File: src/mtc_pkg.sv
package mtc_pkg;
    // ==========================================================
    // register addresses on the special function bus
    localparam logic [7:0] ADDR_RUN_FLAG   = 8'h88;
    localparam logic [7:0] ADDR_MODE_SEL   = 8'h89;
    localparam logic [7:0] ADDR_T0_LOW     = 8'h8A;
    localparam logic [7:0] ADDR_T1_LOW     = 8'h8B;
    localparam logic [7:0] ADDR_T0_HIGH    = 8'h8C;
    localparam logic [7:0] ADDR_T1_HIGH    = 8'h8D;
    localparam logic [7:0] ADDR_T2_CTRL    = 8'hC8;
    localparam logic [7:0] ADDR_RELOAD_LOW = 8'hCA;
    localparam logic [7:0] ADDR_RELOAD_HI  = 8'hCB;
    localparam logic [7:0] ADDR_T2_LOW     = 8'hCC;
    localparam logic [7:0] ADDR_T2_HIGH    = 8'hCD;
    localparam logic [7:0] RESET_BYTE      = 8'h00;
    // ==========================================================
    // run/flag control bit positions
    localparam int BIT_OVF_ONE   = 7;
    localparam int BIT_RUN_ONE   = 6;
    localparam int BIT_OVF_ZERO  = 5;
    localparam int BIT_RUN_ZERO  = 4;
    localparam int BIT_IRQ_ONE   = 3;
    localparam int BIT_TYPE_ONE  = 2;
    localparam int BIT_IRQ_ZERO  = 1;
    localparam int BIT_TYPE_ZERO = 0;
    // mode select: counter select bits, mode fields
    localparam int BIT_CT_ONE    = 6;
    localparam int BIT_CT_ZERO   = 2;
    localparam int MODE_ONE_LSB  = 4;
    localparam int MODE_ZERO_LSB = 0;
    // third timer control
    localparam int BIT_PRESCALE  = 7;
    localparam int RELOAD_LSB    = 3;
    localparam int INSEL_LSB     = 0;
    // ==========================================================
    // mode encodings
    localparam logic [1:0] MODE_13BIT = 2'h0;
    localparam logic [1:0] MODE_16BIT = 2'h1;
    localparam logic [1:0] MODE_8RELD = 2'h2;
    localparam logic [1:0] MODE_SPLIT = 2'h3;
    localparam logic [1:0] INSEL_STOP  = 2'h0;
    localparam logic [1:0] INSEL_TIMER = 2'h1;
    localparam logic [1:0] INSEL_EVENT = 2'h2;
    localparam logic [1:0] INSEL_GATED = 2'h3;
    localparam logic [1:0] RELOAD_OVF  = 2'h2;
    localparam logic [1:0] RELOAD_TRIG = 2'h3;
    // ==========================================================
    // timing
    localparam int          CLK_PERIOD_NS = 10;
    localparam logic [4:0]  DIV_TWELVE    = 5'h0C;
    localparam logic [4:0]  DIV_TWENTYFOUR = 5'h18;
    localparam logic [4:0]  DIV_ONE       = 5'h01;
    localparam logic [4:0]  DIV_ZERO      = 5'h00;
    localparam logic [4:0]  LOW5_MASK     = 5'h1F;
endpackage : mtc_pkg

File: src/mtc_edge_detect.sv
module mtc_edge_detect
    import mtc_pkg::*;
(
    input  wire logic sys_clk,
    input  wire logic rst,
    input  wire logic pin,
    output logic      fall
);
    // ==========================================================
    // sample register
    logic sampled;
    logic prev;

    // two registered samples: one edge recognised in two cycles
    always_ff @(posedge sys_clk) begin
        if (rst) begin
            sampled <= 1'b1;
            prev    <= 1'b1;
            fall    <= 1'b0;
        end else begin
            sampled <= pin;
            prev    <= sampled;
            fall    <= prev & ~sampled;
        end
    end
endmodule : mtc_edge_detect

File: src/mtc_prescaler.sv
module mtc_prescaler
    import mtc_pkg::*;
(
    input  wire logic       sys_clk,
    input  wire logic       rst,
    input  wire logic [4:0] divide,
    output logic            tick
);
    // ==========================================================
    // free-running divider, one-cycle pulse per period
    logic [4:0] count;
    logic       wrap;

    assign wrap = (count >= divide - DIV_ONE);

    always_ff @(posedge sys_clk) begin
        if (rst) begin
            count <= DIV_ZERO;
            tick  <= 1'b0;
        end else begin
            count <= wrap ? DIV_ZERO : count + DIV_ONE;
            tick  <= wrap;
        end
    end
endmodule : mtc_prescaler

File: src/mtc_timers.sv
// Notes on behaviour
// - timer mode counts every twelve clocks
// - counter mode counts count-pin falling edges
// - edge recognition takes two clock cycles
// - sixteen bits held as high/low bytes
// - mode zero: thirteen bits, low five
// - mode one: full sixteen bit counter
// - mode two: eight bit auto reload
// - mode three splits zero, stops one
// - timer one keeps working during split
// - mode field encodes four modes
// - select bit chooses pin or clock
// - third timer timer mode from clock
// - prescale bit picks twelve or twentyfour
// - event mode counts after sampled fall
// - event rate at most half clock
// - gated mode counts only gate high
// - reload mode zero reloads on overflow
// - reload mode one on trigger fall
// - reload field decodes off, zero, one
// - hardware sets both overflow flags
// - clear run bit stops the timer
// - type bits pick edge or level
// - flags clear on service entry
module mtc_timers
    import mtc_pkg::*;
(
    input  wire logic       sys_clk,
    input  wire logic       rst,
    input  wire logic [7:0] sfr_addr,
    input  wire logic       sfr_wr,
    input  wire logic [7:0] sfr_wdata,
    output logic [7:0]      sfr_rdata,
    input  wire logic       count_pin_zero,
    input  wire logic       count_pin_one,
    input  wire logic       count_gate_pin_two,
    input  wire logic       reload_trigger_input,
    input  wire logic       ext_irq_pin_zero_n,
    input  wire logic       ext_irq_pin_one_n,
    input  wire logic       service_ovf_zero,
    input  wire logic       service_ovf_one,
    input  wire logic       service_irq_zero,
    input  wire logic       service_irq_one,
    output logic            overflow_flag_zero,
    output logic            overflow_flag_one,
    output logic            ext_irq_flag_zero,
    output logic            ext_irq_flag_one,
    output logic            timer_one_overflow_pulse
);
    // ==========================================================
    // registers
    logic [7:0] timer_run_and_flag_control_ctl;
    logic [7:0] timer_mode_select;
    logic [7:0] third_timer_control;
    logic [7:0] timer_zero_low_byte;
    logic [7:0] timer_zero_high_byte;
    logic [7:0] timer_one_low_byte;
    logic [7:0] timer_one_high_byte;
    logic [7:0] timer_two_low_byte;
    logic [7:0] timer_two_high_byte;
    logic [7:0] reload_low;
    logic [7:0] reload_high;
    logic       irq_prev_zero;
    logic       irq_prev_one;

    // ==========================================================
    // helpers
    function automatic logic [8:0] inc8(input logic [7:0] v);
        inc8 = {1'b0, v} + 9'h001;
    endfunction : inc8

    // ==========================================================
    // tick sources
    logic tick_twelve;
    logic tick_two;
    logic fall_zero;
    logic fall_one;
    logic fall_two;
    logic fall_trig;
    logic [4:0] t2_div;

    assign t2_div = third_timer_control[BIT_PRESCALE]
                    ? DIV_TWENTYFOUR : DIV_TWELVE;

    mtc_prescaler u_pre_twelve (
        .sys_clk (sys_clk),
        .rst     (rst),
        .divide  (DIV_TWELVE),
        .tick    (tick_twelve)
    );

    mtc_prescaler u_pre_two (
        .sys_clk (sys_clk),
        .rst     (rst),
        .divide  (t2_div),
        .tick    (tick_two)
    );

    mtc_edge_detect u_edge_zero (
        .sys_clk (sys_clk),
        .rst     (rst),
        .pin     (count_pin_zero),
        .fall    (fall_zero)
    );

    mtc_edge_detect u_edge_one (
        .sys_clk (sys_clk),
        .rst     (rst),
        .pin     (count_pin_one),
        .fall    (fall_one)
    );

    mtc_edge_detect u_edge_two (
        .sys_clk (sys_clk),
        .rst     (rst),
        .pin     (count_gate_pin_two),
        .fall    (fall_two)
    );

    mtc_edge_detect u_edge_trig (
        .sys_clk (sys_clk),
        .rst     (rst),
        .pin     (reload_trigger_input),
        .fall    (fall_trig)
    );

    // ==========================================================
    // decode
    logic [1:0] mode_zero;
    logic [1:0] mode_one;
    logic [1:0] t2_insel;
    logic [1:0] t2_reload;
    logic       run_zero;
    logic       run_one;
    logic       step_zero;
    logic       step_one;
    logic       step_zero_hi;
    logic       step_two;
    logic       wr_run;

    assign mode_zero = timer_mode_select[MODE_ZERO_LSB +: 2];
    assign mode_one  = timer_mode_select[MODE_ONE_LSB +: 2];
    assign t2_insel  = third_timer_control[INSEL_LSB +: 2];
    assign t2_reload = third_timer_control[RELOAD_LSB +: 2];
    assign run_zero  = timer_run_and_flag_control_ctl[BIT_RUN_ZERO];
    assign run_one   = timer_run_and_flag_control_ctl[BIT_RUN_ONE];

    // counter select: pin edges when set, clock/12 when clear
    assign step_zero = run_zero & (timer_mode_select[BIT_CT_ZERO]
                       ? fall_zero : tick_twelve);
    // split mode: the high half of timer zero borrows timer one's run bit
    assign step_zero_hi = run_one & tick_twelve;
    // timer one runs on, unaffected by timer zero's split mode
    assign step_one  = run_one & (mode_one != MODE_SPLIT)
                       & (timer_mode_select[BIT_CT_ONE]
                       ? fall_one : tick_twelve);

    always_comb begin
        case (t2_insel)
            INSEL_TIMER: step_two = tick_two;
            INSEL_EVENT: step_two = fall_two;
            INSEL_GATED: step_two = tick_two & count_gate_pin_two;
            default:     step_two = 1'b0;
        endcase
    end

    // ==========================================================
    // next values for timers zero and one
    logic [7:0] next_t0_lo;
    logic [7:0] next_t0_hi;
    logic [7:0] next_t1_lo;
    logic [7:0] next_t1_hi;
    logic       ovf_zero;
    logic       ovf_one;

    function automatic logic [16:0] step16(
        input logic [1:0] mode,
        input logic [7:0] hi,
        input logic [7:0] lo
    );
        logic [8:0] l;
        logic [8:0] h;
        logic [4:0] l5;
        l = inc8(lo);
        h = inc8(hi);
        l5 = lo[4:0] & LOW5_MASK;
        step16 = {1'b0, hi, lo};
        case (mode)
            MODE_13BIT: begin
                if (l5 == LOW5_MASK)
                    step16 = {h, lo[7:5], 5'h00};
                else
                    step16 = {1'b0, hi, lo[7:5], l5 + 5'h01};
            end
            MODE_16BIT: begin
                if (l[8])
                    step16 = {h, 8'h00};
                else
                    step16 = {1'b0, hi, l[7:0]};
            end
            MODE_8RELD: step16 = {l[8], hi, l[8] ? hi : l[7:0]};
            MODE_SPLIT: step16 = {l[8], hi, l[7:0]};
            default:    step16 = {1'b0, hi, lo};
        endcase
    endfunction : step16

    logic [16:0] r_zero;
    logic [16:0] r_one;
    logic [8:0]  split_hi;

    assign r_zero   = step16(mode_zero, timer_zero_high_byte,
                             timer_zero_low_byte);
    assign r_one    = step16(mode_one, timer_one_high_byte,
                             timer_one_low_byte);
    assign split_hi = inc8(timer_zero_high_byte);

    logic split;
    assign split = (mode_zero == MODE_SPLIT);

    assign next_t0_lo = step_zero ? r_zero[7:0] : timer_zero_low_byte;
    assign next_t0_hi = split ? (step_zero_hi ? split_hi[7:0]
                        : timer_zero_high_byte)
                        : (step_zero ? r_zero[15:8] : timer_zero_high_byte);
    assign next_t1_lo = step_one ? r_one[7:0] : timer_one_low_byte;
    assign next_t1_hi = step_one ? r_one[15:8] : timer_one_high_byte;
    assign ovf_zero   = step_zero & r_zero[16];
    // in split mode timer zero's high half owns overflow flag one
    assign ovf_one    = split ? (step_zero_hi & split_hi[8])
                        : (step_one & r_one[16]);
    assign timer_one_overflow_pulse = step_one & r_one[16];

    // ==========================================================
    // timer two
    logic [16:0] t2_inc;
    logic        t2_reload_now;
    assign t2_inc = {1'b0, timer_two_high_byte, timer_two_low_byte}
                    + 17'h00001;
    assign t2_reload_now = ((t2_reload == RELOAD_OVF) & step_two
                            & t2_inc[16])
                         | ((t2_reload == RELOAD_TRIG) & fall_trig);

    // ==========================================================
    // register bus decode
    logic wr_mode;
    logic wr_t2c;
    logic wr_t0l;
    logic wr_t0h;
    logic wr_t1l;
    logic wr_t1h;
    logic wr_t2l;
    logic wr_t2h;
    logic wr_rl;
    logic wr_rh;
    assign wr_run  = sfr_wr & (sfr_addr == ADDR_RUN_FLAG);
    assign wr_mode = sfr_wr & (sfr_addr == ADDR_MODE_SEL);
    assign wr_t2c  = sfr_wr & (sfr_addr == ADDR_T2_CTRL);
    assign wr_t0l  = sfr_wr & (sfr_addr == ADDR_T0_LOW);
    assign wr_t0h  = sfr_wr & (sfr_addr == ADDR_T0_HIGH);
    assign wr_t1l  = sfr_wr & (sfr_addr == ADDR_T1_LOW);
    assign wr_t1h  = sfr_wr & (sfr_addr == ADDR_T1_HIGH);
    assign wr_t2l  = sfr_wr & (sfr_addr == ADDR_T2_LOW);
    assign wr_t2h  = sfr_wr & (sfr_addr == ADDR_T2_HIGH);
    assign wr_rl   = sfr_wr & (sfr_addr == ADDR_RELOAD_LOW);
    assign wr_rh   = sfr_wr & (sfr_addr == ADDR_RELOAD_HI);

    // ==========================================================
    // external interrupt flag sources
    logic irq_set_zero;
    logic irq_set_one;
    assign irq_set_zero = timer_run_and_flag_control_ctl[BIT_TYPE_ZERO]
                          ? (irq_prev_zero & ~ext_irq_pin_zero_n)
                          : ~ext_irq_pin_zero_n;
    assign irq_set_one  = timer_run_and_flag_control_ctl[BIT_TYPE_ONE]
                          ? (irq_prev_one & ~ext_irq_pin_one_n)
                          : ~ext_irq_pin_one_n;

    // flag update: hardware set wins over software write or service clear
    function automatic logic flag_next(
        input logic cur,
        input logic set,
        input logic svc,
        input logic wr,
        input logic wval
    );
        flag_next = set ? 1'b1 : (svc ? 1'b0 : (wr ? wval : cur));
    endfunction : flag_next

    logic [7:0] next_ctl;
    always_comb begin
        next_ctl = wr_run ? sfr_wdata : timer_run_and_flag_control_ctl;
        next_ctl[BIT_OVF_ZERO] = flag_next(
            timer_run_and_flag_control_ctl[BIT_OVF_ZERO], ovf_zero,
            service_ovf_zero, wr_run, sfr_wdata[BIT_OVF_ZERO]);
        next_ctl[BIT_OVF_ONE] = flag_next(
            timer_run_and_flag_control_ctl[BIT_OVF_ONE], ovf_one,
            service_ovf_one, wr_run, sfr_wdata[BIT_OVF_ONE]);
        next_ctl[BIT_IRQ_ZERO] = flag_next(
            timer_run_and_flag_control_ctl[BIT_IRQ_ZERO], irq_set_zero,
            service_irq_zero, wr_run, sfr_wdata[BIT_IRQ_ZERO]);
        next_ctl[BIT_IRQ_ONE] = flag_next(
            timer_run_and_flag_control_ctl[BIT_IRQ_ONE], irq_set_one,
            service_irq_one, wr_run, sfr_wdata[BIT_IRQ_ONE]);
    end

    // ==========================================================
    // state
    always_ff @(posedge sys_clk) begin
        if (rst) begin
            timer_run_and_flag_control_ctl <= RESET_BYTE;
            timer_mode_select    <= RESET_BYTE;
            third_timer_control  <= RESET_BYTE;
            reload_low           <= RESET_BYTE;
            reload_high          <= RESET_BYTE;
            irq_prev_zero        <= 1'b1;
            irq_prev_one         <= 1'b1;
        end else begin
            timer_run_and_flag_control_ctl <= next_ctl;
            if (wr_mode) timer_mode_select <= sfr_wdata;
            if (wr_t2c) third_timer_control <= sfr_wdata;
            if (wr_rl) reload_low <= sfr_wdata;
            if (wr_rh) reload_high <= sfr_wdata;
            irq_prev_zero <= ext_irq_pin_zero_n;
            irq_prev_one  <= ext_irq_pin_one_n;
        end
    end

    // software writes take precedence over a count in the same cycle
    always_ff @(posedge sys_clk) begin
        if (rst) begin
            timer_zero_low_byte  <= RESET_BYTE;
            timer_zero_high_byte <= RESET_BYTE;
            timer_one_low_byte   <= RESET_BYTE;
            timer_one_high_byte  <= RESET_BYTE;
        end else begin
            timer_zero_low_byte  <= wr_t0l ? sfr_wdata : next_t0_lo;
            timer_zero_high_byte <= wr_t0h ? sfr_wdata : next_t0_hi;
            timer_one_low_byte   <= wr_t1l ? sfr_wdata : next_t1_lo;
            timer_one_high_byte  <= wr_t1h ? sfr_wdata : next_t1_hi;
        end
    end

    always_ff @(posedge sys_clk) begin
        if (rst) begin
            timer_two_low_byte  <= RESET_BYTE;
            timer_two_high_byte <= RESET_BYTE;
        end else if (wr_t2l | wr_t2h) begin
            if (wr_t2l) timer_two_low_byte  <= sfr_wdata;
            if (wr_t2h) timer_two_high_byte <= sfr_wdata;
        end else if (t2_reload_now) begin
            timer_two_low_byte  <= reload_low;
            timer_two_high_byte <= reload_high;
        end else if (step_two) begin
            timer_two_low_byte  <= t2_inc[7:0];
            timer_two_high_byte <= t2_inc[15:8];
        end
    end

    // ==========================================================
    // read mux, registered; unmapped reads give zero
    logic [7:0] rd_mux;
    always_comb begin
        case (sfr_addr)
            ADDR_RUN_FLAG:   rd_mux = timer_run_and_flag_control_ctl;
            ADDR_MODE_SEL:   rd_mux = timer_mode_select;
            ADDR_T2_CTRL:    rd_mux = third_timer_control;
            ADDR_T0_LOW:     rd_mux = timer_zero_low_byte;
            ADDR_T0_HIGH:    rd_mux = timer_zero_high_byte;
            ADDR_T1_LOW:     rd_mux = timer_one_low_byte;
            ADDR_T1_HIGH:    rd_mux = timer_one_high_byte;
            ADDR_T2_LOW:     rd_mux = timer_two_low_byte;
            ADDR_T2_HIGH:    rd_mux = timer_two_high_byte;
            ADDR_RELOAD_LOW: rd_mux = reload_low;
            ADDR_RELOAD_HI:  rd_mux = reload_high;
            default:         rd_mux = RESET_BYTE;
        endcase
    end

    always_ff @(posedge sys_clk) begin
        if (rst) sfr_rdata <= RESET_BYTE;
        else     sfr_rdata <= rd_mux;
    end

    assign overflow_flag_zero = timer_run_and_flag_control_ctl[BIT_OVF_ZERO];
    assign overflow_flag_one  = timer_run_and_flag_control_ctl[BIT_OVF_ONE];
    assign ext_irq_flag_zero  = timer_run_and_flag_control_ctl[BIT_IRQ_ZERO];
    assign ext_irq_flag_one   = timer_run_and_flag_control_ctl[BIT_IRQ_ONE];
endmodule : mtc_timers

File: config.mk
export PLATFORM = sky130hd
export DESIGN_NAME = mtc_timers
export DESIGN_NICKNAME = d
export VERILOG_FILES = /design/src/mtc_pkg.sv /design/src/mtc_edge_detect.sv /design/src/mtc_prescaler.sv /design/src/mtc_timers.sv
export SDC_FILE = /design/constraint.sdc
export NUM_CORES = 1
export LEC_CHECK = 0
export BUFFER_PORTS_ARGS = -buffer_cell sky130_fd_sc_hd__buf_2
export CAP_MARGIN = 5
export CELL_PAD_IN_SITES_DETAIL_PLACEMENT = 1
export CELL_PAD_IN_SITES_GLOBAL_PLACEMENT = 2
export CORE_MARGIN = 5
export CORE_UTILIZATION = 40
export CTS_CLUSTER_DIAMETER = 200
export DETAILED_ROUTE_END_ITERATION = 8
export PLACE_DENSITY_LB_ADDON = 0.12
export SKIP_LAST_GASP = 1
export SYNTH_ARGS = -nofsm -noshare
export SYNTH_HDL_FRONTEND = slang
export SYNTH_HIERARCHICAL = 1
export SYNTH_SLANG_ARGS = --single-unit
File: constraint.sdc
create_clock -name sys_clk -period 4.1 [get_ports sys_clk]
set_input_delay 0.41 -clock sys_clk [delete_from_list [all_inputs] [get_ports sys_clk]]
set_output_delay 0.41 -clock sys_clk [all_outputs]
set_load 0.02 [all_outputs]
# After elaboration in Yosys (flattened, before gate mapping)
# Index checks and enable logic that the tools add are counted.
[totals]
ff_bits = 122
in_bits = 29
output_inout_bits = 13
elab_cells = 186
[op_classes]
add_sub_neg = 10
magnitude_cmp = 2
n_eq_ne = 37
n_mux = 46
bitwise_logic = 36
reduce_logical = 19
[op_table]
columns = ["operator", "count"]
rows = [
  ["8-bit 2-to-1 mux", 20],
  ["17-bit case mux with 4 select lines", 2],
  ["8-bit equality test (second input constant)", 11],
  ["8-bit case mux with 11 select lines", 1],
  ["17-bit 2-to-1 mux", 4],
  ["8-bit by 1-bit adder with 9-bit output (second input constant)", 4],
  ["1-bit bitwise AND", 28],
  ["5-bit by 1-bit adder with 5-bit output (second input constant)", 4],
  ["3-bit nonzero test", 6],
  ["16-bit by 1-bit adder with 17-bit output (second input constant)", 1],
  ["1-bit 2-to-1 mux", 17],
  ["2-bit equality test (second input constant)", 8],
  ["2-bit != test (second input constant)", 7],
  ["5-bit equality test (second input constant)", 2],
  ["5-bit AND reduction", 2],
  ["3-bit != test (second input constant)", 3],
  ["4-bit != test (second input constant)", 2],
  ["2-bit AND reduction", 4],
  ["2-bit by 1-bit equality test with 1-bit output (second input constant)", 3],
  ["1-bit NOT", 6],
  ["2-bit nonzero test", 3],
  ["5-bit by 4-bit >= comparator with 1-bit output (second input constant)", 1],
  ["5-bit >= comparator", 1],
  ["5-bit 2-to-1 mux", 1],
  ["other kinds (6)", 9],
]

# Depth between registers and ports, before layout
[logic_depth]
depth_word = 7
depth_mapped = 9
depth_no_buf = 9

# Cells and area by module
# Netlist, hierarchy kept.
[by_module_without_submodules]
columns = ["mod", "instances", "cells_each", "area_each_um2", "seq_area_each_um2"]
rows = [
  ["mtc_timers", 1, 781, 6013.3, 1961.9],
  ["mtc_prescaler", 2, 39, 370.4, 120.1],
  ["mtc_edge_detect", 4, 6, 80.1, 60.1],
]

# Least setup slack after synthesis
# OpenSTA, ideal clock, no wires.
[synth_timing]
path_kind = "register to register"
start = "register timer_one_low_byte[0]"
end = "register timer_one_high_byte[6]"
setup_ns = 0.086
arrival_ns = 1.986
required_ns = 4.014
slack_ns = 2.028
stages_incl_launch_ff = 10
n_path_buf = 0
period_less_slack_ns = 2.072
path_cell_list = "dfxtp_1 > ha_1 > and3_1 > ha_1 > nor2b_1 > a31oi_1 > nor3_4 > and4_1 > xnor2_1 > a211oi_1"
[synth_between]
elab_chain_cells = 3
elab_cells_between_ends = 5
cone_classes = "add/sub: 1; eq/ne: 3; reduce/logical: 1"
[synth_rtl]
columns = ["element", "line_no", "source"]
rows = [
  ["from (decl)", "mtc_timers.sv:57", "logic [7:0] timer_one_low_byte;"],
  ["from (signal assigned)", "mtc_timers.sv:337", "timer_one_low_byte <= wr_t1l ? sfr_wdata : next_t1_lo;"],
  ["8-bit by 1-bit adder with 9-bit output or 5-bit equality test (tied branches)", "mtc_timers.sv:69, mtc_timers.sv:190", ""],
  ["3-bit != test (no source line)", "n/a", ""],
  ["5-bit AND reduction (no source line) *", "n/a", ""],
  ["to (signal assigned)", "mtc_timers.sv:338", "timer_one_high_byte <= wr_t1h ? sfr_wdata : next_t1_hi;"],
  ["to (decl)", "mtc_timers.sv:58", "logic [7:0] timer_one_high_byte;"],
]
# Every way passes the cells marked *; elsewhere a longest branch is shown, timed or not.
# A chain may end at the register's enable or synchronous reset.

# Worst setup path after layout
[layout_timing]
start = "register timer_one_low_byte[0]"
end = "output timer_one_overflow_pulse"
[layout_between]
elab_chain_cells = 4
elab_cells_between_ends = 6
cone_classes = "add/sub: 1; eq/ne: 1; mux: 3; bitwise: 1"
[layout_rtl]
columns = ["element", "line_no", "source"]
rows = [
  ["8-bit by 1-bit adder with 9-bit output or 5-bit equality test (tied branches)", "mtc_timers.sv:69, mtc_timers.sv:190", ""],
  ["17-bit 2-to-1 mux, on equally long branches", "mtc_timers.sv:196, mtc_timers.sv:190", ""],
  ["17-bit case mux with 4 select lines *", "mtc_timers.sv:188", "case (mode)"],
  ["1-bit bitwise AND *", "mtc_timers.sv:230", "assign timer_one_overflow_pulse = step_one & r_one[16];"],
  ["to (decl)", "mtc_timers.sv:48", "output logic timer_one_overflow_pulse"],
]
# Every way passes the cells marked *; elsewhere a longest branch is shown, timed or not. The select of a mux whose other input is x is not followed.

==> flow_summary.yaml <==
critical_path:
  critPathRequiredTime_ps: 3690
  cp_max_fo: 7
  arrival_ps: 2350
  cp-start-kind: "flip-flop"
  critPathMaxStageDelay_ps: 460
  crit_type: "flip-flop to output port"
  crit_buf_inv: 1
  worst_path_max_delay_cell: "dfxtp_1"
  cp_cell_sequence: "ha_1, and3_1, and2_1, nand3_1, a31oi_1, buf_2"
  crit_family: "simple AND/OR/NAND/NOR gates"
  worst_setup_path_end_kind: "output port"
timing:
  skew_ps: 10.2
  maxSlewViolCount: 0
  period_minus_slack_ps: 2760
  slew_headroom_pct: 38.5
  hold_slack_ps: 173
  hold_violations: 0
  worst_pin_slew_ps: 918
  fin_crit_sh_pct: 67.3
  setup_tns_ps: 0
  fmax_mhz: 362
  finalSetupViolCount: 0
  grt_setup_unrepaired: "false"
power:
  powerDensity_nw_per_um2: 372
  peakVddDrop_uv: 297
  p_leak_uw: 0.00283
die:
  row_count: 48
  start_util_pct: 40.9
  core_region_area_um2: 17300
  design.die.area_um2: 20400
  die-height_um: 143
  die_w_um: 143
  io_pins: 42
drt:
  routed_wirelength_um: 26100
  drtIter0Drc: 517
  route.detailed.drc: 0
  viasPerCell: 6.14
  firstDrtPassIters: 5
  ant_nets: 0
  num_vias: 7018
  wire_per_inst_um: 22.8
final_layout:
  antenna_cells: 0
  syn_to_final_growth_pct: 14.0
  fin_cells: 1143
  final_nets: 958
  mostFrequentLayoutCells: "dfxtp_1, nand2_1, nor2_1"
  layout_commonest_cell: "dfxtp_1"
  final_area_um2: 8060
  drive_gt1_share_pct: 12.5
worst_hold_path:
  min_path_type: "primary input to flip-flop"
synthesis:
  ys.flop_type: "dfxtp_1"
  synth_top_area_share_pct: 34.5
  synth-edff-count: 0
  yosys_register_bits: 122
  yosys.area.top_type: "dfxtp_1"
  async_reset_ff_share_pct: 0
  ys_top_cells_by_area: "dfxtp_1, nand2_1, nand3_1"
  syn_area_um2: 7070
  synth.distinct_cells: 71
  synth-warning-count: 6
  yosysSeqAreaShare_pct: 34.5
  syn-instance-count: 883
  avgSynthCellArea_um2: 8.01
placed_design:
  portBuffers: 41
  dp_hpwl_um: 18600
  place_inst: 1114
  place_area_um2: 7440
  globalplace.congestion: 0.920
global_route:
  grt_pass1_vias: 7247
  grt_max_degree: 84
  antenna_found_initial: 1
  grt_pass1_wl_um: 41100
  grt.overflow.total: 0
  grt_usage_pct: 26.0
cts:
  cts.clk_slew.worst_paths_ps: 60
  cts-resized-gates: 0
  insertion_delay_ps: 420
  cts_buffers: 17
  cts_tree: "done"
  cts.sink_count: 122
  postCtsHoldBufs: 0
  post_cts_buffers: 0
  htree_levels: 4
  root_buffer: "clkbuf_16"
  clockBufferDepth: 2
outcome:
  outcome: "finished clean"
flow_run:
  drv_cap: 0
## metrics by stage
stage               util, %  power, µW  setup slack (ps)
floorplan                 -       1350              2030
global placement       43.0       1410              1550
detailed placement     43.0       1410              1480
CTS                    46.6       3020              1340
global route           46.6       3100              1180
finish                 46.6       3000              1340
## where the power goes
| part | total [µW] | internal (µW) | switching (µW) |
|---|---|---|---|
| logic | 169 | 55.6 | 114 |
| clock network | 1610 | 1070 | 544 |
| registers | 1220 | 1200 | 15.6 |
| total | 3000 | 2330 | 673 |
## area by class of cell
cell class	count	area [µm²]
clock buffer	21	480
clock inverter	8	143
fill	2115	9230
inverter	17	63.8
multi-input combinational	698	4360
sequential	122	2440
tap	225	282
timing repair buffer	52	290
## Yosys cell counts (5+ instances only)
| cell type | instances |
|---|---|
| nand4_1 | 15 |
| nand3_1 | 65 |
| mux2_2 | 5 |
| o211ai_1 | 17 |
| and4_1 | 5 |
| inv_1 | 15 |
| nor4_1 | 8 |
| buf_4 | 5 |
| a21oi_1 | 63 |
| clkbuf_1 | 34 |
| nand3b_1 | 5 |
| dfxtp_1 | 122 |
| a311oi_1 | 13 |
| a22oi_1 | 24 |
| nand2b_1 | 8 |
| a221oi_1 | 11 |
| nor2b_1 | 12 |
| mux2i_1 | 12 |
| xor2_1 | 27 |
| nor2_1 | 77 |
| a31oi_1 | 11 |
| and3_1 | 9 |
| a211oi_1 | 23 |
| o21ai_0 | 9 |
| nor3_1 | 29 |
| buf_2 | 19 |
| nand2_1 | 112 |
| ha_1 | 21 |
| and2_1 | 5 |
| xnor2_1 | 20 |
| or2_1 | 9 |
## layer usage
| layer | vias up | wire length, µm | track usage (%) |
|---|---|---|---|
| met1 | 3503 | 11100 | 31.6 |
| met3 | 60 | 1310 | 6.36 |
| li1 | 3259 | - | - |
| met4 | 2 | 816 | 10.3 |
| met5 | - | 7 | 0 |
| met2 | 194 | 12800 | 44.2 |
## path summary, 6_finish.rpt
kind                            cells past startpoint  slack, ps                               start                                  end
worst min register to register                      1        410       u_edge_two/sampled$_SDFF_PP1_           u_edge_two/fall$_SDFF_PP0_
worst max-delay path                                6       1340  timer_one_low_byte[0]$_SDFFE_PP0P_             timer_one_overflow_pulse
worst max register to register                      9       1650  timer_one_low_byte[0]$_SDFFE_PP0P_  timer_one_high_byte[3]$_SDFFE_PP0P_
worst min-delay path                                2        170                reload_trigger_input       u_edge_trig/sampled$_SDFF_PP1_
## registers in the layout (all words and copies together), names as in the netlist, 8 cells and up
| name | flops |
|---|---|
| reload_high | 8 |
| reload_low | 8 |
| sfr_rdata | 8 |
| third_timer_control | 8 |
| timer_mode_select | 8 |
| timer_one_high_byte | 8 |
| timer_one_low_byte | 8 |
| timer_run_and_flag_control_ctl | 8 |
| timer_two_high_byte | 8 |
| timer_two_low_byte | 8 |
| timer_zero_high_byte | 8 |
| timer_zero_low_byte | 8 |
## cells by family (layout without fill, tap and decap cells)
family,Yosys count,count (layout),share of synthesized area (%)
AO/OA/AOI/OAI,209,209,20.7
AND/OR/NAND/NOR,388,388,28.0
flip-flops,122,122,34.5
adder cells (fa/ha/maj),21,21,3.71
XOR/XNOR,47,47,5.82
other,2,16,0.106
multiplexers,17,17,2.49
buffers and inverters,77,98,4.69
## worst register-to-register path: stages (launching register included)
cell      delay (ps)
dfxtp_1          460
ha_1             340
and3_1           200
ha_1             230
nor2b_1          150
a31oi_1           80
nor3_4           340
nand4_1          160
xor2_1           170
a211oi_1         230
Power figures use the tool's default switching activity.
